[src/include/reclose_pkg.sv]
// constants, register map and carrier types for the forced-trip / adaptive dead time block
package reclose_pkg;

    ////////////////////////////////////////////////////////////////////////////////
    // register map (byte addresses, one 32-bit word each)
    localparam logic [7:0] CTRL_ADDR     = 8'h00;
    localparam logic [7:0] DEADTIME_ADDR = 8'h04;
    localparam logic [7:0] STATUS_ADDR   = 8'h08;

    // control register fields
    localparam int CTRL_RECLOSE_EN  = 0;
    localparam int CTRL_FORCED3P_EN = 1;
    localparam int CTRL_DEADLINE_EN = 2;
    localparam int CTRL_ADAPTIVE    = 3;
    localparam int CTRL_ONLY3P      = 4;
    localparam int CTRL_WIDTH       = 5;
    localparam logic [4:0]  CTRL_RESET     = 5'h00;
    localparam logic [31:0] DEADTIME_RESET = 32'h0000_0400;

    // status register fields
    localparam int STAT_STATE_LSB = 0;
    localparam int STAT_TRIP3P    = 5;
    localparam int STAT_FORCED    = 6;
    localparam int STAT_DLBLOCK   = 7;
    localparam int STAT_CLOSE     = 8;
    localparam int STAT_POLE_LSB  = 9;

    localparam logic [1:0] RESP_OKAY   = 2'h0;
    localparam logic [1:0] RESP_SLVERR = 2'h2;

    ////////////////////////////////////////////////////////////////////////////////
    // timing
    localparam int CLK_MHZ          = 100;
    localparam int DEADLINE_MEAS_MS = 20;
    localparam int CONFIRM_MS       = 100;
    localparam int CLOSE_HOLD_MS    = 100;
    localparam int CYCLES_PER_MS    = CLK_MHZ * 1000;
    localparam int DEADLINE_CYCLES  = DEADLINE_MEAS_MS * CYCLES_PER_MS;
    localparam int CONFIRM_CYCLES   = CONFIRM_MS * CYCLES_PER_MS;
    localparam int CLOSE_CYCLES     = CLOSE_HOLD_MS * CYCLES_PER_MS;

    ////////////////////////////////////////////////////////////////////////////////
    // carriers
    typedef struct packed {
        logic [2:0] internalTrip;
        logic [2:0] directTrip;
        logic [2:0] remoteTrip;
    } trip_req_type;

    typedef struct packed {
        logic [2:0] poleOpen;
        logic [2:0] poleClosed;
    } breaker_aux_type;

    typedef enum logic [4:0] {
        ST_IDLE    = 5'h01,
        ST_DEAD    = 5'h02,
        ST_ADAPT   = 5'h04,
        ST_CLOSE   = 5'h08,
        ST_LOCKOUT = 5'h10
    } reclose_state_type;

endpackage

[src/hw/reclose_forced_trip.sv]
// forced three-pole trip, dead-line check and adaptive dead time logic with AXI4-Lite registers
//
// The placing of the registers and the AXI4-Lite register port were chosen for this implementation.
module reclose_forced_trip #(
    parameter int DEADLINE_CYCLES = reclose_pkg::DEADLINE_CYCLES,
    parameter int CONFIRM_CYCLES  = reclose_pkg::CONFIRM_CYCLES,
    parameter int CLOSE_CYCLES    = reclose_pkg::CLOSE_CYCLES
) (
    input  wire logic                         clk,
    input  wire logic                         rst_n,
    // AXI4-Lite slave
    input  wire logic [7:0]                   s_axi_awaddr,
    input  wire logic                         s_axi_awvalid,
    output logic                              s_axi_awready,
    input  wire logic [31:0]                  s_axi_wdata,
    input  wire logic [3:0]                   s_axi_wstrb,
    input  wire logic                         s_axi_wvalid,
    output logic                              s_axi_wready,
    output logic [1:0]                        s_axi_bresp,
    output logic                              s_axi_bvalid,
    input  wire logic                         s_axi_bready,
    input  wire logic [7:0]                   s_axi_araddr,
    input  wire logic                         s_axi_arvalid,
    output logic                              s_axi_arready,
    output logic [31:0]                       s_axi_rdata,
    output logic [1:0]                        s_axi_rresp,
    output logic                              s_axi_rvalid,
    input  wire logic                         s_axi_rready,
    // protection and plant side
    input  wire reclose_pkg::trip_req_type    tripReq,
    input  wire logic [2:0]                   ext_pole_trip_to_reclose,
    input  wire reclose_pkg::breaker_aux_type breakerAux,
    input  wire logic                         recloseBlock,
    input  wire logic                         finalTrip,
    input  wire logic                         lineVoltage,
    output logic [2:0]                        tripPole,
    output logic                              tripThreePole,
    output logic                              closeCmd
);

    ////////////////////////////////////////////////////////////////////////////////
    // helpers

    function automatic logic multiPhase(input logic [2:0] p);
        multiPhase = (p[0] & p[1]) | (p[1] & p[2]) | (p[0] & p[2]);
    endfunction

    function automatic logic [31:0] wordMerge(input logic [31:0] old, input logic [31:0] val,
                                               input logic [3:0] strb);
        logic [31:0] r;
        r = old;
        for (int i = 0; i < 4; i++)
        begin
            if (strb[i])
                r[i*8 +: 8] = val[i*8 +: 8];
        end
        wordMerge = r;
    endfunction

    ////////////////////////////////////////////////////////////////////////////////
    // registers and state

    logic [reclose_pkg::CTRL_WIDTH-1:0] ctrl;
    logic [31:0]                        deadTime;
    reclose_pkg::reclose_state_type     state;
    reclose_pkg::reclose_state_type     next_state;
    logic [31:0]                        timer;
    logic [31:0]                        next_timer;
    logic                               singlePole;
    logic                               issued3p;
    logic                               forcedTrip;
    logic                               deadLineBlock;

    // AXI state
    logic        awHeld;
    logic        wHeld;
    logic [7:0]  awAddr;
    logic [31:0] wData;
    logic [3:0]  wStrb;

    ////////////////////////////////////////////////////////////////////////////////
    // trip combiner

    wire        recloseEn   = ctrl[reclose_pkg::CTRL_RECLOSE_EN];
    wire        forcedEn    = ctrl[reclose_pkg::CTRL_FORCED3P_EN];
    wire        deadLineEn  = ctrl[reclose_pkg::CTRL_DEADLINE_EN];
    wire        adaptiveEnd = ctrl[reclose_pkg::CTRL_ADAPTIVE];
    wire        only3p      = ctrl[reclose_pkg::CTRL_ONLY3P];

    // external reclose-bound trips stay out of this OR on purpose
    wire [2:0]  combined    = tripReq.internalTrip | tripReq.directTrip
                            | tripReq.remoteTrip;
    wire        combiner3p  = multiPhase(combined);
    wire        anyTrip     = |combined;
    wire        extTrip     = |ext_pole_trip_to_reclose;
    wire        faultStart  = anyTrip | extTrip;

    // contacts agreeing on a pole (both open or both closed) are implausible
    wire [2:0]  auxBad      = ~(breakerAux.poleOpen ^ breakerAux.poleClosed);
    wire        implausible = |auxBad;
    wire        someOpen    = |breakerAux.poleOpen;
    wire        allOpen     = &breakerAux.poleOpen;
    wire        allClosed   = &breakerAux.poleClosed;
    wire        partialOpen = someOpen & ~allOpen;

    ////////////////////////////////////////////////////////////////////////////////
    // reclose sequencing

    wire inDead   = (state == reclose_pkg::ST_DEAD);
    wire inAdapt  = (state == reclose_pkg::ST_ADAPT);
    wire deadOpen = inDead | inAdapt;

    // voltage on the line after the measuring window means no dead line
    wire dlFail   = inDead & deadLineEn & ~adaptiveEnd & lineVoltage
                  & (timer >= 32'(DEADLINE_CYCLES));
    wire blockEvt = deadOpen & (recloseBlock | finalTrip | dlFail);

    // adaptive end: only a steady voltage for the whole window counts
    wire confirmed = inAdapt & lineVoltage & (timer >= 32'(CONFIRM_CYCLES) - 32'h1);
    wire deadDone  = inDead & ~anyTrip & ~extTrip & (timer >= deadTime);

    always_comb
    begin
        next_state = state;
        next_timer = timer + 32'h1;
        case (state)
            reclose_pkg::ST_IDLE:
            begin
                next_timer = 32'h0;
                if (recloseEn & faultStart)
                    next_state = adaptiveEnd ? reclose_pkg::ST_ADAPT : reclose_pkg::ST_DEAD;
            end
            reclose_pkg::ST_DEAD:
            begin
                if (blockEvt)
                    next_state = reclose_pkg::ST_LOCKOUT;
                else if (deadDone)
                begin
                    next_state = reclose_pkg::ST_CLOSE;
                    next_timer = 32'h0;
                end
                else if (faultStart & ~(deadLineEn & (timer >= 32'(DEADLINE_CYCLES))))
                    next_timer = 32'h0;   // dead time runs from trip drop-off
            end
            reclose_pkg::ST_ADAPT:
            begin
                if (blockEvt)
                    next_state = reclose_pkg::ST_LOCKOUT;
                else if (confirmed)
                begin
                    next_state = reclose_pkg::ST_CLOSE;
                    next_timer = 32'h0;
                end
                else if (~lineVoltage)
                    next_timer = 32'h0;   // remote attempt failed, wait for the next one
            end
            reclose_pkg::ST_CLOSE:
            begin
                if (allClosed | (timer >= 32'(CLOSE_CYCLES) - 32'h1))
                    next_state = reclose_pkg::ST_IDLE;
            end
            reclose_pkg::ST_LOCKOUT:
            begin
                next_timer = 32'h0;
                if (~faultStart & ~recloseBlock & ~finalTrip & (allOpen | allClosed))
                    next_state = reclose_pkg::ST_IDLE;
            end
            default:
            begin
                next_state = reclose_pkg::ST_IDLE;
                next_timer = 32'h0;
            end
        endcase
    end

    ////////////////////////////////////////////////////////////////////////////////
    // forced three-pole trip

    wire forceBlocked = blockEvt & singlePole & ~issued3p;
    wire force3pOnly  = only3p & partialOpen;
    // every cause is gated by the setting, nothing else sets the flag
    wire forceSet     = forcedEn & (forceBlocked | implausible | force3pOnly);
    // held until the breaker is fully open; a new cause in that cycle wins
    wire forceClr     = allOpen & ~implausible;
    wire trip3pNow    = combiner3p | forcedTrip | forceSet;

    always_ff @(posedge clk)
    begin
        if (!rst_n)
        begin
            state         <= reclose_pkg::ST_IDLE;
            timer         <= 32'h0;
            singlePole    <= 1'b0;
            issued3p      <= 1'b0;
            forcedTrip    <= 1'b0;
            deadLineBlock <= 1'b0;
            tripPole      <= 3'h0;
            tripThreePole <= 1'b0;
            closeCmd      <= 1'b0;
        end
        else
        begin
            state         <= next_state;
            timer         <= next_timer;
            if (state == reclose_pkg::ST_IDLE)
            begin
                singlePole <= faultStart & ~combiner3p;
                issued3p   <= combiner3p;
            end
            else if (combiner3p | forcedTrip)
            begin
                singlePole <= 1'b0;
                issued3p   <= 1'b1;
            end
            forcedTrip    <= forceSet | (forcedTrip & ~forceClr);
            deadLineBlock <= dlFail | (deadLineBlock & ~(next_state == reclose_pkg::ST_IDLE));
            tripPole      <= trip3pNow ? 3'h7 : combined;
            tripThreePole <= trip3pNow;
            closeCmd      <= (next_state == reclose_pkg::ST_CLOSE) & ~trip3pNow & ~anyTrip;
        end
    end

    ////////////////////////////////////////////////////////////////////////////////
    // AXI4-Lite slave: write address and data taken in either order, one response

    wire        awTake  = s_axi_awvalid & s_axi_awready;
    wire        wTake   = s_axi_wvalid & s_axi_wready;
    wire        awHave  = awHeld | awTake;
    wire        wHave   = wHeld | wTake;
    wire        doWrite = awHave & wHave & ~s_axi_bvalid;
    wire [7:0]  wAddr   = awHeld ? awAddr : s_axi_awaddr;
    wire [31:0] wVal    = wHeld ? wData : s_axi_wdata;
    wire [3:0]  wBytes  = wHeld ? wStrb : s_axi_wstrb;
    wire        wrCtrl  = doWrite & (wAddr == reclose_pkg::CTRL_ADDR);
    wire        wrDead  = doWrite & (wAddr == reclose_pkg::DEADTIME_ADDR);
    // status is read-only, so a write there is refused like an unmapped one
    wire        wrOk    = wrCtrl | wrDead;

    wire [31:0] ctrlMerged = wordMerge({{(32-reclose_pkg::CTRL_WIDTH){1'b0}}, ctrl}, wVal, wBytes);
    wire [31:0] statusWord;
    assign statusWord = {
        20'h0,
        breakerAux.poleOpen,
        closeCmd,
        deadLineBlock,
        forcedTrip,
        tripThreePole,
        state
    };

    wire        arTake  = s_axi_arvalid & s_axi_arready;
    wire        rdCtrl  = (s_axi_araddr == reclose_pkg::CTRL_ADDR);
    wire        rdDead  = (s_axi_araddr == reclose_pkg::DEADTIME_ADDR);
    wire        rdStat  = (s_axi_araddr == reclose_pkg::STATUS_ADDR);
    wire [31:0] rdWord  = rdCtrl ? {{(32-reclose_pkg::CTRL_WIDTH){1'b0}}, ctrl}
                        : rdDead ? deadTime
                        : rdStat ? statusWord : 32'h0;

    always_ff @(posedge clk)
    begin
        if (!rst_n)
        begin
            ctrl          <= reclose_pkg::CTRL_RESET;
            deadTime      <= reclose_pkg::DEADTIME_RESET;
            awHeld        <= 1'b0;
            wHeld         <= 1'b0;
            awAddr        <= 8'h00;
            wData         <= 32'h0;
            wStrb         <= 4'h0;
            s_axi_awready <= 1'b0;
            s_axi_wready  <= 1'b0;
            s_axi_bvalid  <= 1'b0;
            s_axi_bresp   <= reclose_pkg::RESP_OKAY;
            s_axi_arready <= 1'b0;
            s_axi_rvalid  <= 1'b0;
            s_axi_rdata   <= 32'h0;
            s_axi_rresp   <= reclose_pkg::RESP_OKAY;
        end
        else
        begin
            if (awTake)
                awAddr <= s_axi_awaddr;
            if (wTake)
            begin
                wData <= s_axi_wdata;
                wStrb <= s_axi_wstrb;
            end
            awHeld        <= awHave & ~doWrite;
            wHeld         <= wHave & ~doWrite;
            // one channel beat each, then wait for the response to be taken
            s_axi_awready <= ~awHave & ~s_axi_bvalid & ~s_axi_awready;
            s_axi_wready  <= ~wHave & ~s_axi_bvalid & ~s_axi_wready;
            if (wrCtrl)
                ctrl <= ctrlMerged[reclose_pkg::CTRL_WIDTH-1:0];
            if (wrDead)
                deadTime <= wordMerge(deadTime, wVal, wBytes);
            if (doWrite)
            begin
                s_axi_bvalid <= 1'b1;
                s_axi_bresp  <= wrOk ? reclose_pkg::RESP_OKAY : reclose_pkg::RESP_SLVERR;
            end
            else if (s_axi_bready)
                s_axi_bvalid <= 1'b0;

            s_axi_arready <= ~s_axi_arready & ~s_axi_rvalid & s_axi_arvalid;
            if (arTake)
            begin
                s_axi_rvalid <= 1'b1;
                s_axi_rdata  <= rdWord;
                s_axi_rresp  <= (rdCtrl | rdDead | rdStat) ? reclose_pkg::RESP_OKAY
                                                           : reclose_pkg::RESP_SLVERR;
            end
            else if (s_axi_rready)
                s_axi_rvalid <= 1'b0;
        end
    end

endmodule

[config.mk]
export PLATFORM = sky130hd
export DESIGN_NAME = reclose_forced_trip
export DESIGN_NICKNAME = d
export VERILOG_FILES = /design/src/include/reclose_pkg.sv /design/src/hw/reclose_forced_trip.sv
export SDC_FILE = /design/constraint.sdc
export NUM_CORES = 1
export LEC_CHECK = 0
export ABC_AREA = 1
export BUFFER_PORTS_ARGS = -buffer_cell sky130_fd_sc_hd__buf_2
export CAP_MARGIN = 5
export CORE_ASPECT_RATIO = 1.4
export CORE_MARGIN = 5
export CORE_UTILIZATION = 32
export CTS_CLUSTER_DIAMETER = 30
export DETAILED_ROUTE_END_ITERATION = 12
export SYNTH_ARGS = -nofsm -noshare
export SYNTH_HDL_FRONTEND = slang
export SYNTH_SLANG_ARGS = --single-unit
[constraint.sdc]
create_clock -name clk -period 1.7 [get_ports clk]
set_input_delay 0.34 -clock clk [delete_from_list [all_inputs] [get_ports clk]]
set_output_delay 0.34 -clock clk [all_outputs]
set_load 0.1 [all_outputs]
==> results of run 1 <==
[metal layers]
layer / track usage (%) / vias up / routed length, um
li1: - / 4367 / -
met1: 21.3 / 3969 / 11400
met2: 29.3 / 161 / 12900
met3: 3.03 / 38 / 883
met4: 6.13 / 0 / 723
met5: 0 / - / 0
[worst paths after layout]
kind | start | end | depth (start not counted)
worst max-delay path | deadTime[27] | timer[3] | 15
worst min register to register | s_axi_arready | s_axi_arready | 1
worst min-delay path | s_axi_arvalid | s_axi_arready | 3
worst max register to register | deadTime[27] | timer[3] | 15
[placed cells by master (no fill, tap or decap), types with 6 or more instances in the layout]
master / synthesis / routed
nor2_2: 5 / 20
ha_1: 34 / 17
buf_2: 0 / 122
nand3_1: 50 / 44
buf_12: 2 / 11
buf_6: 4 / 25
clkbuf_16: 0 / 19
nand2_2: 6 / 31
nor2_4: 21 / 31
nand2_4: 3 / 10
a31oi_1: 32 / 29
ha_4: 0 / 17
xor2_1: 21 / 20
nand4_1: 19 / 19
o21ai_2: 1 / 34
nand2_1: 230 / 197
dfxtp_1: 168 / 125
nor3_4: 1 / 6
inv_1: 102 / 86
nor3_1: 23 / 17
a221oi_1: 6 / 6
nor2_1: 174 / 149
xnor2_1: 6 / 6
a21oi_2: 0 / 19
inv_2: 3 / 16
o21ai_1: 1 / 6
a21oi_1: 62 / 43
buf_4: 3 / 162
nor3_2: 5 / 6
dfxtp_2: 0 / 36
o21ai_0: 96 / 56
dfxtp_4: 0 / 7
[final cells by class]
cell class / count / area (um^2) / area share [%]
clock inverters: 12 / 125 / 0.998
flip-flops and latches: 168 / 3430 / 27.4
multi-input cells: 825 / 5290 / 42.2
repair inverters: 1 / 7.51 / 0.0599
repair buffers: 323 / 2390 / 19.1
clock buffers: 19 / 454 / 3.62
inverters: 110 / 428 / 3.41
well taps: 324 / 405 / 3.24
[kinds of logic after synthesis]
kind of cell	share of synthesized area (%)
buf+inv	7.76
mux	0.119
compound gates	13.8
xor+xnor	2.81
other cells	0.0445
flops	40.0
fa+ha+maj	5.05
simple gates	30.4
[registers in the layout (all words and copies together), names as in the netlist, 3 cells and up]
signal,flops
wData,32
state,5
awAddr,8
tripPole,3
wStrb,4
deadTime,32
ctrl,5
s_axi_rdata,32
timer,32
[report_power, final]
group          switching (mW)  leakage, nW  internal (mW)  total (mW)
Sequential             0.0653         1.39           4.05        4.12
Clock                    1.65        0.280           2.23        3.88
Combinational           0.665         3.67          0.325       0.991
[through the flow]
stage | TNS [ps] | setup slack (ps) | std cells
final | -13680 | -341 | 1782
after CTS | -11490 | -307 | 1763
after detailed placement | -18080 | -422 | 1726
after global routing | -21170 | -441 | 1782
after global placement | -17040 | -395 | 1726
after floorplan | -2060 | -71.6 | 1147
[critical path, delay by kind of cell (launching register included)]
kind | cells | cell delay (ps)
adders and majority gates | 1 | 290
and+or+nand+nor | 8 | 600
AOI/OAI and AO/OA | 3 | 410
DFF | 1 | 330
buffers and inverters | 3 | 340
[what timing repair did]
item,CTS,global route
resized for setup,115,167
buffers inserted,5,18
endpoints found under the setup margin,79,82
cloned,2,2
pin swaps,50,62
==> qor.txt, run 1 <==
largest area contributor in the netlist - dfxtp_1
area post-placement - 0.0107 mm^2
CP max FO - 8
Pwr per Cell Area - 717 mW/mm^2
ys async rst share - 0%
Post-Synthesis Cells - 1,146
Worst setup SP type - flop
final core utilization - 48.2%
Netlist cell types - 51
DRC viols - 0
Clock Skews - 10.1 ps
Max Freq - 490 MHz
final setup vio count - 79
clock sink count - 168
drt pass-1 iters - 5
most numerous cell in the Yosys netlist - nand2_1
fin crit period - 2040 ps
Die Area - 0.0297 mm^2
register-to-register setup slack - -340 ps
die width - 147 um
number of clock buffers inserted by TritonCTS - 17
total number of vias - 8,535
routed len/inst - 14.5 um
WS Path Type - reg -> reg
total wire length - 25.9 mm
worst setup margin - -341 ps
Root Driver - clkbuf_16
clock latency on the worst-skew pair - 440 ps
Avg Cell Area, Syn - 7.35 um^2
failing checks - setup timing
DRT antenna net count - 0
post-synth top area share - 40.0%
GRT Residual Overflow - 0
Worst path most repeated cell - nand2_4
Arr. time, crit path - 2410 ps
Synth area leaders - dfxtp_1 (40%), nand2_1 (10%), nor2_1 (7.8%)
mapped cell area - 0.00842 mm^2
Slew Limit Fails - 0
Critical Path, Cell by Cell - inv_1 -> ha_1 -> a21oi_1 -> o21ai_1 -> nand2_1 -> nand2_1 -> a21oi_1 -> buf_4 -> nand2_4 -> nand2_4 -> nand3_4 -> nand2_4 -> nand2_8 -> buf_12 -> nor2_2
via density per instance - 4.79
fillers - 2,474
GRT Total Usage - 17.0%
# rows - 70
GP Congestion - 0.815
hold_ws - 128 ps
CP max stage cell - dfxtp_2
CP Data Required Time - 2070 ps
worst hold-check path type - in -> reg
vias in the first global route - 8,184
core area - 0.0260 mm^2
ys flop type - dfxtp_1
I/O Pins - 126
Port Buf Inserts - 123
n_diodes - 0
DP Wirelength - 19.0 mm
status - complete, but fails checks
starting density of the core - 32.4%
# H-tree levels - 4
Finished Cell Area - 0.0125 mm^2
Initial DRC Count - 497
pin count of the biggest net entering global routing - 85
Max Cap Viol - 0
first-pass GRT wire length - 41.1 mm
Critical Path Max Stage Delay - 330 ps
Synth top cells by count - nand2_1 (230), nor2_1 (174), dfxtp_1 (168)
Final Hold Violating Endpoints - 0
Total Power - 8.99 mW
Clock transition at path regs - 60 ps
VDD IR max - 0.695 mV
Final period util - 120%
Syn. warnings - 0
CP Capture Type - flop
final net count - 1,560
layout cells sized above 1 - 42.5%
post-synthesis register bit count - 168
post-synthesis sequential area ratio - 40.0%
Post-synth EDFFs - 0
RSZ-0062 raised after global routing - true
Max Buffers Root-to-Sink - 2
initial antenna violation count - 0
CTS tree - yes
Die Y - 202 um
CTS Hold Bufs - 0
Leak - 5.34 nW
synthesis-to-layout area growth - 48.9%
(Power assumes the default switching activity.)
==> run 2, diff against run 1 <==
- BUFFER_PORTS_ARGS: -buffer_cell sky130_fd_sc_hd__buf_2 -> not set
- DONT_BUFFER_PORTS: not set -> 1
==> run 2 against run 1 <==
Compared with the run above: the flow still finishes with violations (setup timing); clock-buffer cell count unchanged; cell count decreased by 4.2%; utilization decreased by 0.21 points; critical path depth increased by 2; first-iteration DRC count increased by 0.40%; setup slack improved by 22 ps; via count decreased by 1.7%; total power increased by 2.1%; combinational power decreased by 13%; global-route usage increased by 0.68 points; worst hold slack got worse by 94 ps; critical path type unchanged; critical endpoint is now timer[15]; highest routed layer unchanged.
==> qor.txt, run 2 (synthesis gave the netlist of run 1 again) <==
Pwr per Cell Area - 735 mW/mm^2 (was 717 mW/mm^2)
GRT Residual Overflow - 0 (unchanged)
clock sink count - 168 (unchanged)
clock latency on the worst-skew pair - 440 ps (about the same)
Max Cap Viol - 0 (unchanged)
number of clock buffers inserted by TritonCTS - 17 (unchanged)
I/O Pins - 126 (unchanged)
Arr. time, crit path - 2340 ps (was 2410 ps)
final setup vio count - 80 (was 79)
synthesis-to-layout area growth - 48.2% (was 48.9%)
GRT Total Usage - 17.7% (was 17.0%)
RSZ-0062 raised after global routing - true (unchanged)
Root Driver - clkbuf_16 (unchanged)
commonest non-fill, non-tap cells in the layout - buf_4 (207), nand2_1 (193), nor2_1 (151) (was nand2_1 (197), buf_4 (162), nor2_1 (149))
Place WS - -494 ps (was -422 ps)
CP Capture Type - flop (unchanged)
routed len/inst - 15.7 um (was 14.5 um)
worst setup margin - -319 ps (was -341 ps)
Initial DRC Count - 499 (was 497)
Port Buf Inserts - 0 (was 123)
Leak - 5.06 nW (was 5.34 nW)
first-pass GRT wire length - 42.5 mm (was 41.1 mm)
# H-tree levels - 4 (unchanged)
Die Area - 0.0297 mm^2 (unchanged)
Max Buffers Root-to-Sink - 2 (unchanged)
Final Hold Violating Endpoints - 0 (unchanged)
CP Data Required Time - 2020 ps (was 2070 ps)
Final period util - 119% (was 120%)
fin crit period - 2020 ps (was 2040 ps)
initial antenna violation count - 0 (unchanged)
via density per instance - 4.91 (was 4.79)
final core utilization - 48.0% (was 48.2%)
CP max FO - 5 (was 8)
Worst setup SP type - flop (unchanged)
VDD IR max - 0.680 mV (was 0.695 mV)
vias in the first global route - 8,348 (was 8,184)
DRT antenna net count - 0 (unchanged)
Clock Skews - 10.3 ps (was 10.1 ps)
Die Y - 202 um (unchanged)
total number of vias - 8,390 (was 8,535)
starting density of the core - 32.4% (unchanged)
Slew Limit Fails - 0 (unchanged)
failing checks - setup timing (unchanged)
DRC viols - 0 (unchanged)
status - complete, but fails checks (unchanged)
drt pass-1 iters - 6 (was 5)
GP Congestion - 0.863 (was 0.815)
final net count - 1,485 (was 1,560)
total wire length - 26.9 mm (was 25.9 mm)
DP Wirelength - 18.8 mm (was 19.0 mm)
core area - 0.0260 mm^2 (unchanged)
most common cell after layout, fill and taps aside - buf_4 (was nand2_1)
register area - 0.00346 mm^2 (was 0.00343 mm^2)
CTS tree - yes (unchanged)
final setup TNS - -13,150 ps (was -13,680 ps)
# rows - 70 (unchanged)
area of the multi-input gates - 0.00539 mm^2 (was 0.00529 mm^2)
pin count of the biggest net entering global routing - 93 (was 85)
Clock transition at path regs - 70 ps (was 60 ps)
worst hold-check path type - in -> reg (unchanged)
die width - 147 um (unchanged)
layout cells sized above 1 - 41.5% (was 42.5%)
Max Freq - 495 MHz (was 490 MHz)
WS Path Type - reg -> reg (unchanged)
fillers - 2,407 (was 2,474)
n_diodes - 0 (unchanged)
[run 2: cell count changes in the layout (fill, tap and decap cells not counted), sizes merged]
cell | before | now
dlygate4sd3 | 0 | 2
bufinv | 2 | 4
clkinv | 11 | 8
inv | 106 | 109
buf | 321 | 244
clkinvlp | 4 | 3
[run 2: worst max-delay path, stage by stage (launching register included)]
cell and delay (ps):
dfxtp_2 350, inv_2 60, ha_4 270, nand2_1 60, nor2_2 100, nand2_1 70
nor2_1 140, nor2_2 50, nand2_2 60, nand2_2 60, nand2_4 80, nand2_2 60
nand3_2 60, nand2_2 60, nand2_4 110, buf_12 130, buf_16 130, nor2_4 30
[run 2: layout make-up]
type,count,share of cell area [%]
clock buffer,19,3.47
timing repair buffer,248,17.3
timing repair inverter,1,0.0602
multi-input combinational,825,43.2
clock inverter,13,1.54
sequential,168,27.7
inverter,110,3.43
tap,324,3.25
[run 2: final timing paths]
| path | from | end | slack (ps) | cells after the start |
|---|---|---|---|---|
| max | deadTime[9] | timer[15] | -320 | 17 |
| max reg2reg | deadTime[9] | timer[15] | -320 | 17 |
| min reg2reg | wData[6] | deadTime[6] | 460 | 2 |
| min | rst_n | tripThreePole | 30 | 2 |
[run 2: power by group]
part / switching, mW / internal (mW)
Combinational: 0.593 / 0.272
Clock: 1.72 / 2.48
Sequential: 0.0632 / 4.05
[run 2: through the flow]
stage | instances | area [um^2] | power [mW] | hold WS (ps)
after detailed placement | 1632 | 10300 | 5.00 | 457
after floorplan | 1147 | 8530 | 4.80 | 432
after global placement | 1632 | 10300 | 4.98 | 450
after CTS | 1697 | 11900 | 9.24 | 8.32
final | 1708 | 12500 | 9.18 | 34.1
after global routing | 1708 | 12500 | 9.49 | 9.82
[run 2: layer usage]
| metal | vias to the layer above | global-route usage (%) | part of all wire [%] |
|---|---|---|---|
| met2 | 188 | 30.3 | 51 |
| met4 | 0 | 8.26 | 4.0 |
| met3 | 64 | 4.10 | 4.7 |
| met5 | - | 0 | 0 |
| met1 | 3911 | 20.8 | 41 |
| li1 | 4227 | - | - |
[run 2: repair_timing]
action | CTS | global route
endpoints found under the setup margin | 79 | 85
resized for setup | 163 | 152
pin swaps | 43 | 61
hold buffers | 2 | 0
endpoints found under the hold margin | 4 | 0
cloned | 6 | 1
buffers inserted | 25 | 16
==> run 3, diff against run 2 <==
- ABC_AREA: 1 -> not set
==> run 3 against run 2 <==
Compared with the run above: the flow still finishes with violations (setup timing); clock-buffer cell count increased by 5; sequential share of layout area grew 2.1 points; sequential power fell by 1%; critical path depth decreased by 5; worst hold slack improved by 3.6 ps; die area fell by 0.85%; fmax is 10% lower; total power decreased by 4.1%; critical path type unchanged; largest cell class unchanged; largest power group is now registers.
==> qor.txt, run 3 <==
Avg Cell Area, Syn - 8.60 um^2 (was 7.35 um^2)
Post-Synthesis Cells - 970 (was 1,146)
CTS tree - yes (unchanged)
Syn. warnings - 0 (unchanged)
Leak - 4.77 nW (was 5.06 nW)
largest family of logic cells by synthesized area - simple AND/OR/NAND/NOR gates (unchanged)
GR peak layer - met2 (unchanged)
drt pass-1 iters - 5 (was 6)
met2 global-route usage - 28.4% (was 30.3%)
WS Path Type - reg -> reg (unchanged)
Die Y - 201 um (was 202 um)
initial antenna violation count - 0 (unchanged)
core area - 0.0259 mm^2 (was 0.0260 mm^2)
ys flop type - dfxtp_1 (unchanged)
Worst setup SP type - flop (unchanged)
Critical Path Max Stage Delay - 340 ps (was 350 ps)
Synth Area in Adders - 5.22% (was 5.05%)
ys async rst share - 0% (unchanged)
failing checks - setup timing (unchanged)
first-pass GRT wire length - 39.0 mm (was 42.5 mm)
die width - 146 um (was 147 um)
worst setup margin - -546 ps (was -319 ps)
DRC viols - 0 (unchanged)
M3 GR Usage - 4.11% (was 4.10%)
GRT met1 Usage - 19.6% (was 20.8%)
vias in the first global route - 7,293 (was 8,348)
number of clock buffers inserted by TritonCTS - 17 (unchanged)
routed len/inst - 16.6 um (was 15.7 um)
placed instance count - 1,410 (was 1,632)
RSZ-0062 raised after global routing - true (unchanged)
hold_ws - 37.7 ps (was 34.1 ps)
total wire length - 24.5 mm (was 26.9 mm)
CP Capture Type - flop (unchanged)
synthesis-to-layout area growth - 37.9% (was 48.2%)
post-synth top area share - 40.3% (was 40.0%)
clock sink count - 168 (unchanged)
VDD IR max - 0.688 mV (was 0.680 mV)
mux cell area share after synthesis - 5.47% (was 0.119%)
# rows - 70 (unchanged)
Initial DRC Count - 478 (was 499)
DRT antenna net count - 0 (unchanged)
n_diodes - 0 (unchanged)
Netlist cell types - 65 (was 51)
GRT Residual Overflow - 0 (unchanged)
Critical Path, Cell by Cell - inv_2 -> ha_1 -> nand4_1 -> buf_4 -> nor4_4 -> nand2_1 -> a2bb2oi_2 -> a31oi_1 -> and2_4 -> buf_12 -> buf_16 -> nor2_1 (was inv_2 -> ha_4 -> nand2_1 -> nor2_2 -> nand2_1 -> nor2_1 -> nor2_2 -> nand2_2 -> nand2_2 -> nand2_4 -> nand2_2 -> nand3_2 -> nand2_2 -> nand2_4 -> buf_12 -> buf_16 -> nor2_4)
Post-synth EDFFs - 0 (unchanged)
fillers - 2,477 (was 2,407)
pin count of the biggest net entering global routing - 137 (was 93)
GRT Total Usage - 16.3% (was 17.7%)
GP Congestion - 0.893 (was 0.863)
Max Cap Viol - 0 (unchanged)
post-synthesis register bit count - 168 (unchanged)
# H-tree levels - 4 (unchanged)
fin crit period - 2250 ps (was 2020 ps)
Compound-Gate Fraction of Synth Area - 17.4% (was 13.8%)
mapped cell area - 0.00834 mm^2 (was 0.00842 mm^2)
worst hold-check path type - in -> reg (unchanged)
final setup TNS - -20,110 ps (was -13,150 ps)
status - complete, but fails checks (unchanged)
final setup vio count - 51 (was 80)
commonest non-fill, non-tap cells in the layout - nand2_1 (179), buf_4 (166), dfxtp_1 (127) (was buf_4 (207), nand2_1 (193), nor2_1 (151))
CP max FO - 8 (was 5)
via density per instance - 5.02 (was 4.91)
Port Buf Inserts - 0 (unchanged)
Die Area - 0.0294 mm^2 (was 0.0297 mm^2)
CP max stage cell - dfxtp_2 (unchanged)
post-synthesis sequential area ratio - 40.3% (was 40.0%)
Final Hold Violating Endpoints - 0 (unchanged)
Clock transition at path regs - 70 ps (about the same)
most numerous cell in the Yosys netlist - nand2_1 (unchanged)
Root Driver - clkbuf_16 (unchanged)
total number of vias - 7,399 (was 8,390)
hold depth - 1 (was 2)
Reg2Reg Depth - 12 (was 17)
I/O Pins - 126 (unchanged)
layout cells sized above 1 - 32.5% (was 41.5%)
most common cell after layout, fill and taps aside - nand2_1 (was buf_4)
Place WS - -712 ps (was -494 ps)
Final period util - 132% (was 119%)
Post-Synth XOR/XNOR Area - 3.57% (was 2.81%)
starting density of the core - 32.2% (was 32.4%)
Max Freq - 445 MHz (was 495 MHz)
CP Data Required Time - 2020 ps (about the same)
final net count - 1,251 (was 1,485)
Clock Skews - 8.86 ps (was 10.3 ps)
Total Power - 8.80 mW (was 9.18 mW)
Arr. time, crit path - 2570 ps (was 2340 ps)
Synth area leaders - dfxtp_1 (40%), nand2_1 (8.8%), ha_1 (5.1%) (was dfxtp_1 (40%), nand2_1 (10%), nor2_1 (7.8%))
Slew Limit Fails - 0 (unchanged)
Pwr per Cell Area - 764 mW/mm^2 (was 735 mW/mm^2)
Simple-Gate Fraction of Synth Area - 23.3% (was 30.4%)
Non-Filler Instances - 1,473 (was 1,708)
Max Buffers Root-to-Sink - 2 (unchanged)
Synth top cells by count - nand2_1 (196), dfxtp_1 (168), nor2_1 (61) (was nand2_1 (230), nor2_1 (174), dfxtp_1 (168))
largest area contributor in the netlist - dfxtp_1 (unchanged)
DP Wirelength - 17.4 mm (was 18.8 mm)
clock latency on the worst-skew pair - 430 ps (was 440 ps)
## run 3: changes by cell type in the layout (fill, tap and decap cells not counted), sizes merged, moves of 30 or more
| cell | delta |
|---|---|
| o211a | +33 |
| inv | -69 |
| a21oi | -43 |
| nor2 | -138 |
| a21boi | +48 |
| mux2i | +39 |
| a31oi | -30 |
| nand2 | -43 |
| nor2b | +43 |
| o21ai | -79 |
| buf | -46 |
## run 3: metal layers
metal,vias up,wire (um)
met1,3540,10200
li1,3695,-
met5,-,0
met3,28,1250
met4,0,495
met2,136,12600
## run 3: layout make-up
type | count | area, um^2 | area share (%)
clock buffer | 24 | 503 | 4.37
timing repair buffer | 200 | 1760 | 15.3
tap | 324 | 405 | 3.52
multi-input combinational | 711 | 5160 | 44.9
clock inverter | 7 | 90.1 | 0.783
sequential | 168 | 3440 | 29.9
inverter | 39 | 146 | 1.27
## run 3: path summary, 6_finish.rpt
check           startpoint       endpoint  slack (ps)
max           deadTime[22]      timer[18]        -550
max reg2reg   deadTime[22]      timer[18]        -550
min reg2reg  deadLineBlock  deadLineBlock         450
min                  rst_n   deadTime[20]          40
## run 3: kinds of logic (layout without fill, tap and decap cells)
group                    after synthesis  in the layout
multiplexers                          45             45
XOR/XNOR                              34             34
flip-flops                           168            168
buffers and inverters                 94            270
AND/OR/NAND/NOR                      407            409
adder cells (fa/ha/maj)               35             35
AO/OA/AOI/OAI                        186            186
other                                  1              2
## run 3: worst max-delay path: cells and delay by family (launching register included)
family	cells	cell delay, ps
buf+inv	4	460
fa+ha+maj	1	270
flops	1	340
simple gates	5	770
compound gates	2	290
## run 3: timing repair
action / in CTS / in global routing
setup endpoints to repair: 63 / 81
setup buffers: 9 / 18
gates cloned: 5 / 0
hold buffers: 2 / 0
endpoints found under the hold margin: 2 / 0
resized for setup: 64 / 86
pin swaps: 28 / 30
## run 3: power breakdown
part	switching (mW)	internal [mW]	total (mW)
combinational	0.466	0.304	0.769
clock	1.60	2.36	3.96
sequential	0.0511	4.01	4.07
total	2.12	6.68	8.80
## run 3: stage by stage
| step | area [um^2] | util [%] |
|---|---|---|
| global placement | 10100 | 38.9 |
| finish | 11500 | 44.4 |
| floorplan | 8590 | - |
| global route | 11500 | 44.4 |
| detailed placement | 10100 | 38.9 |
| CTS | 11100 | 42.8 |
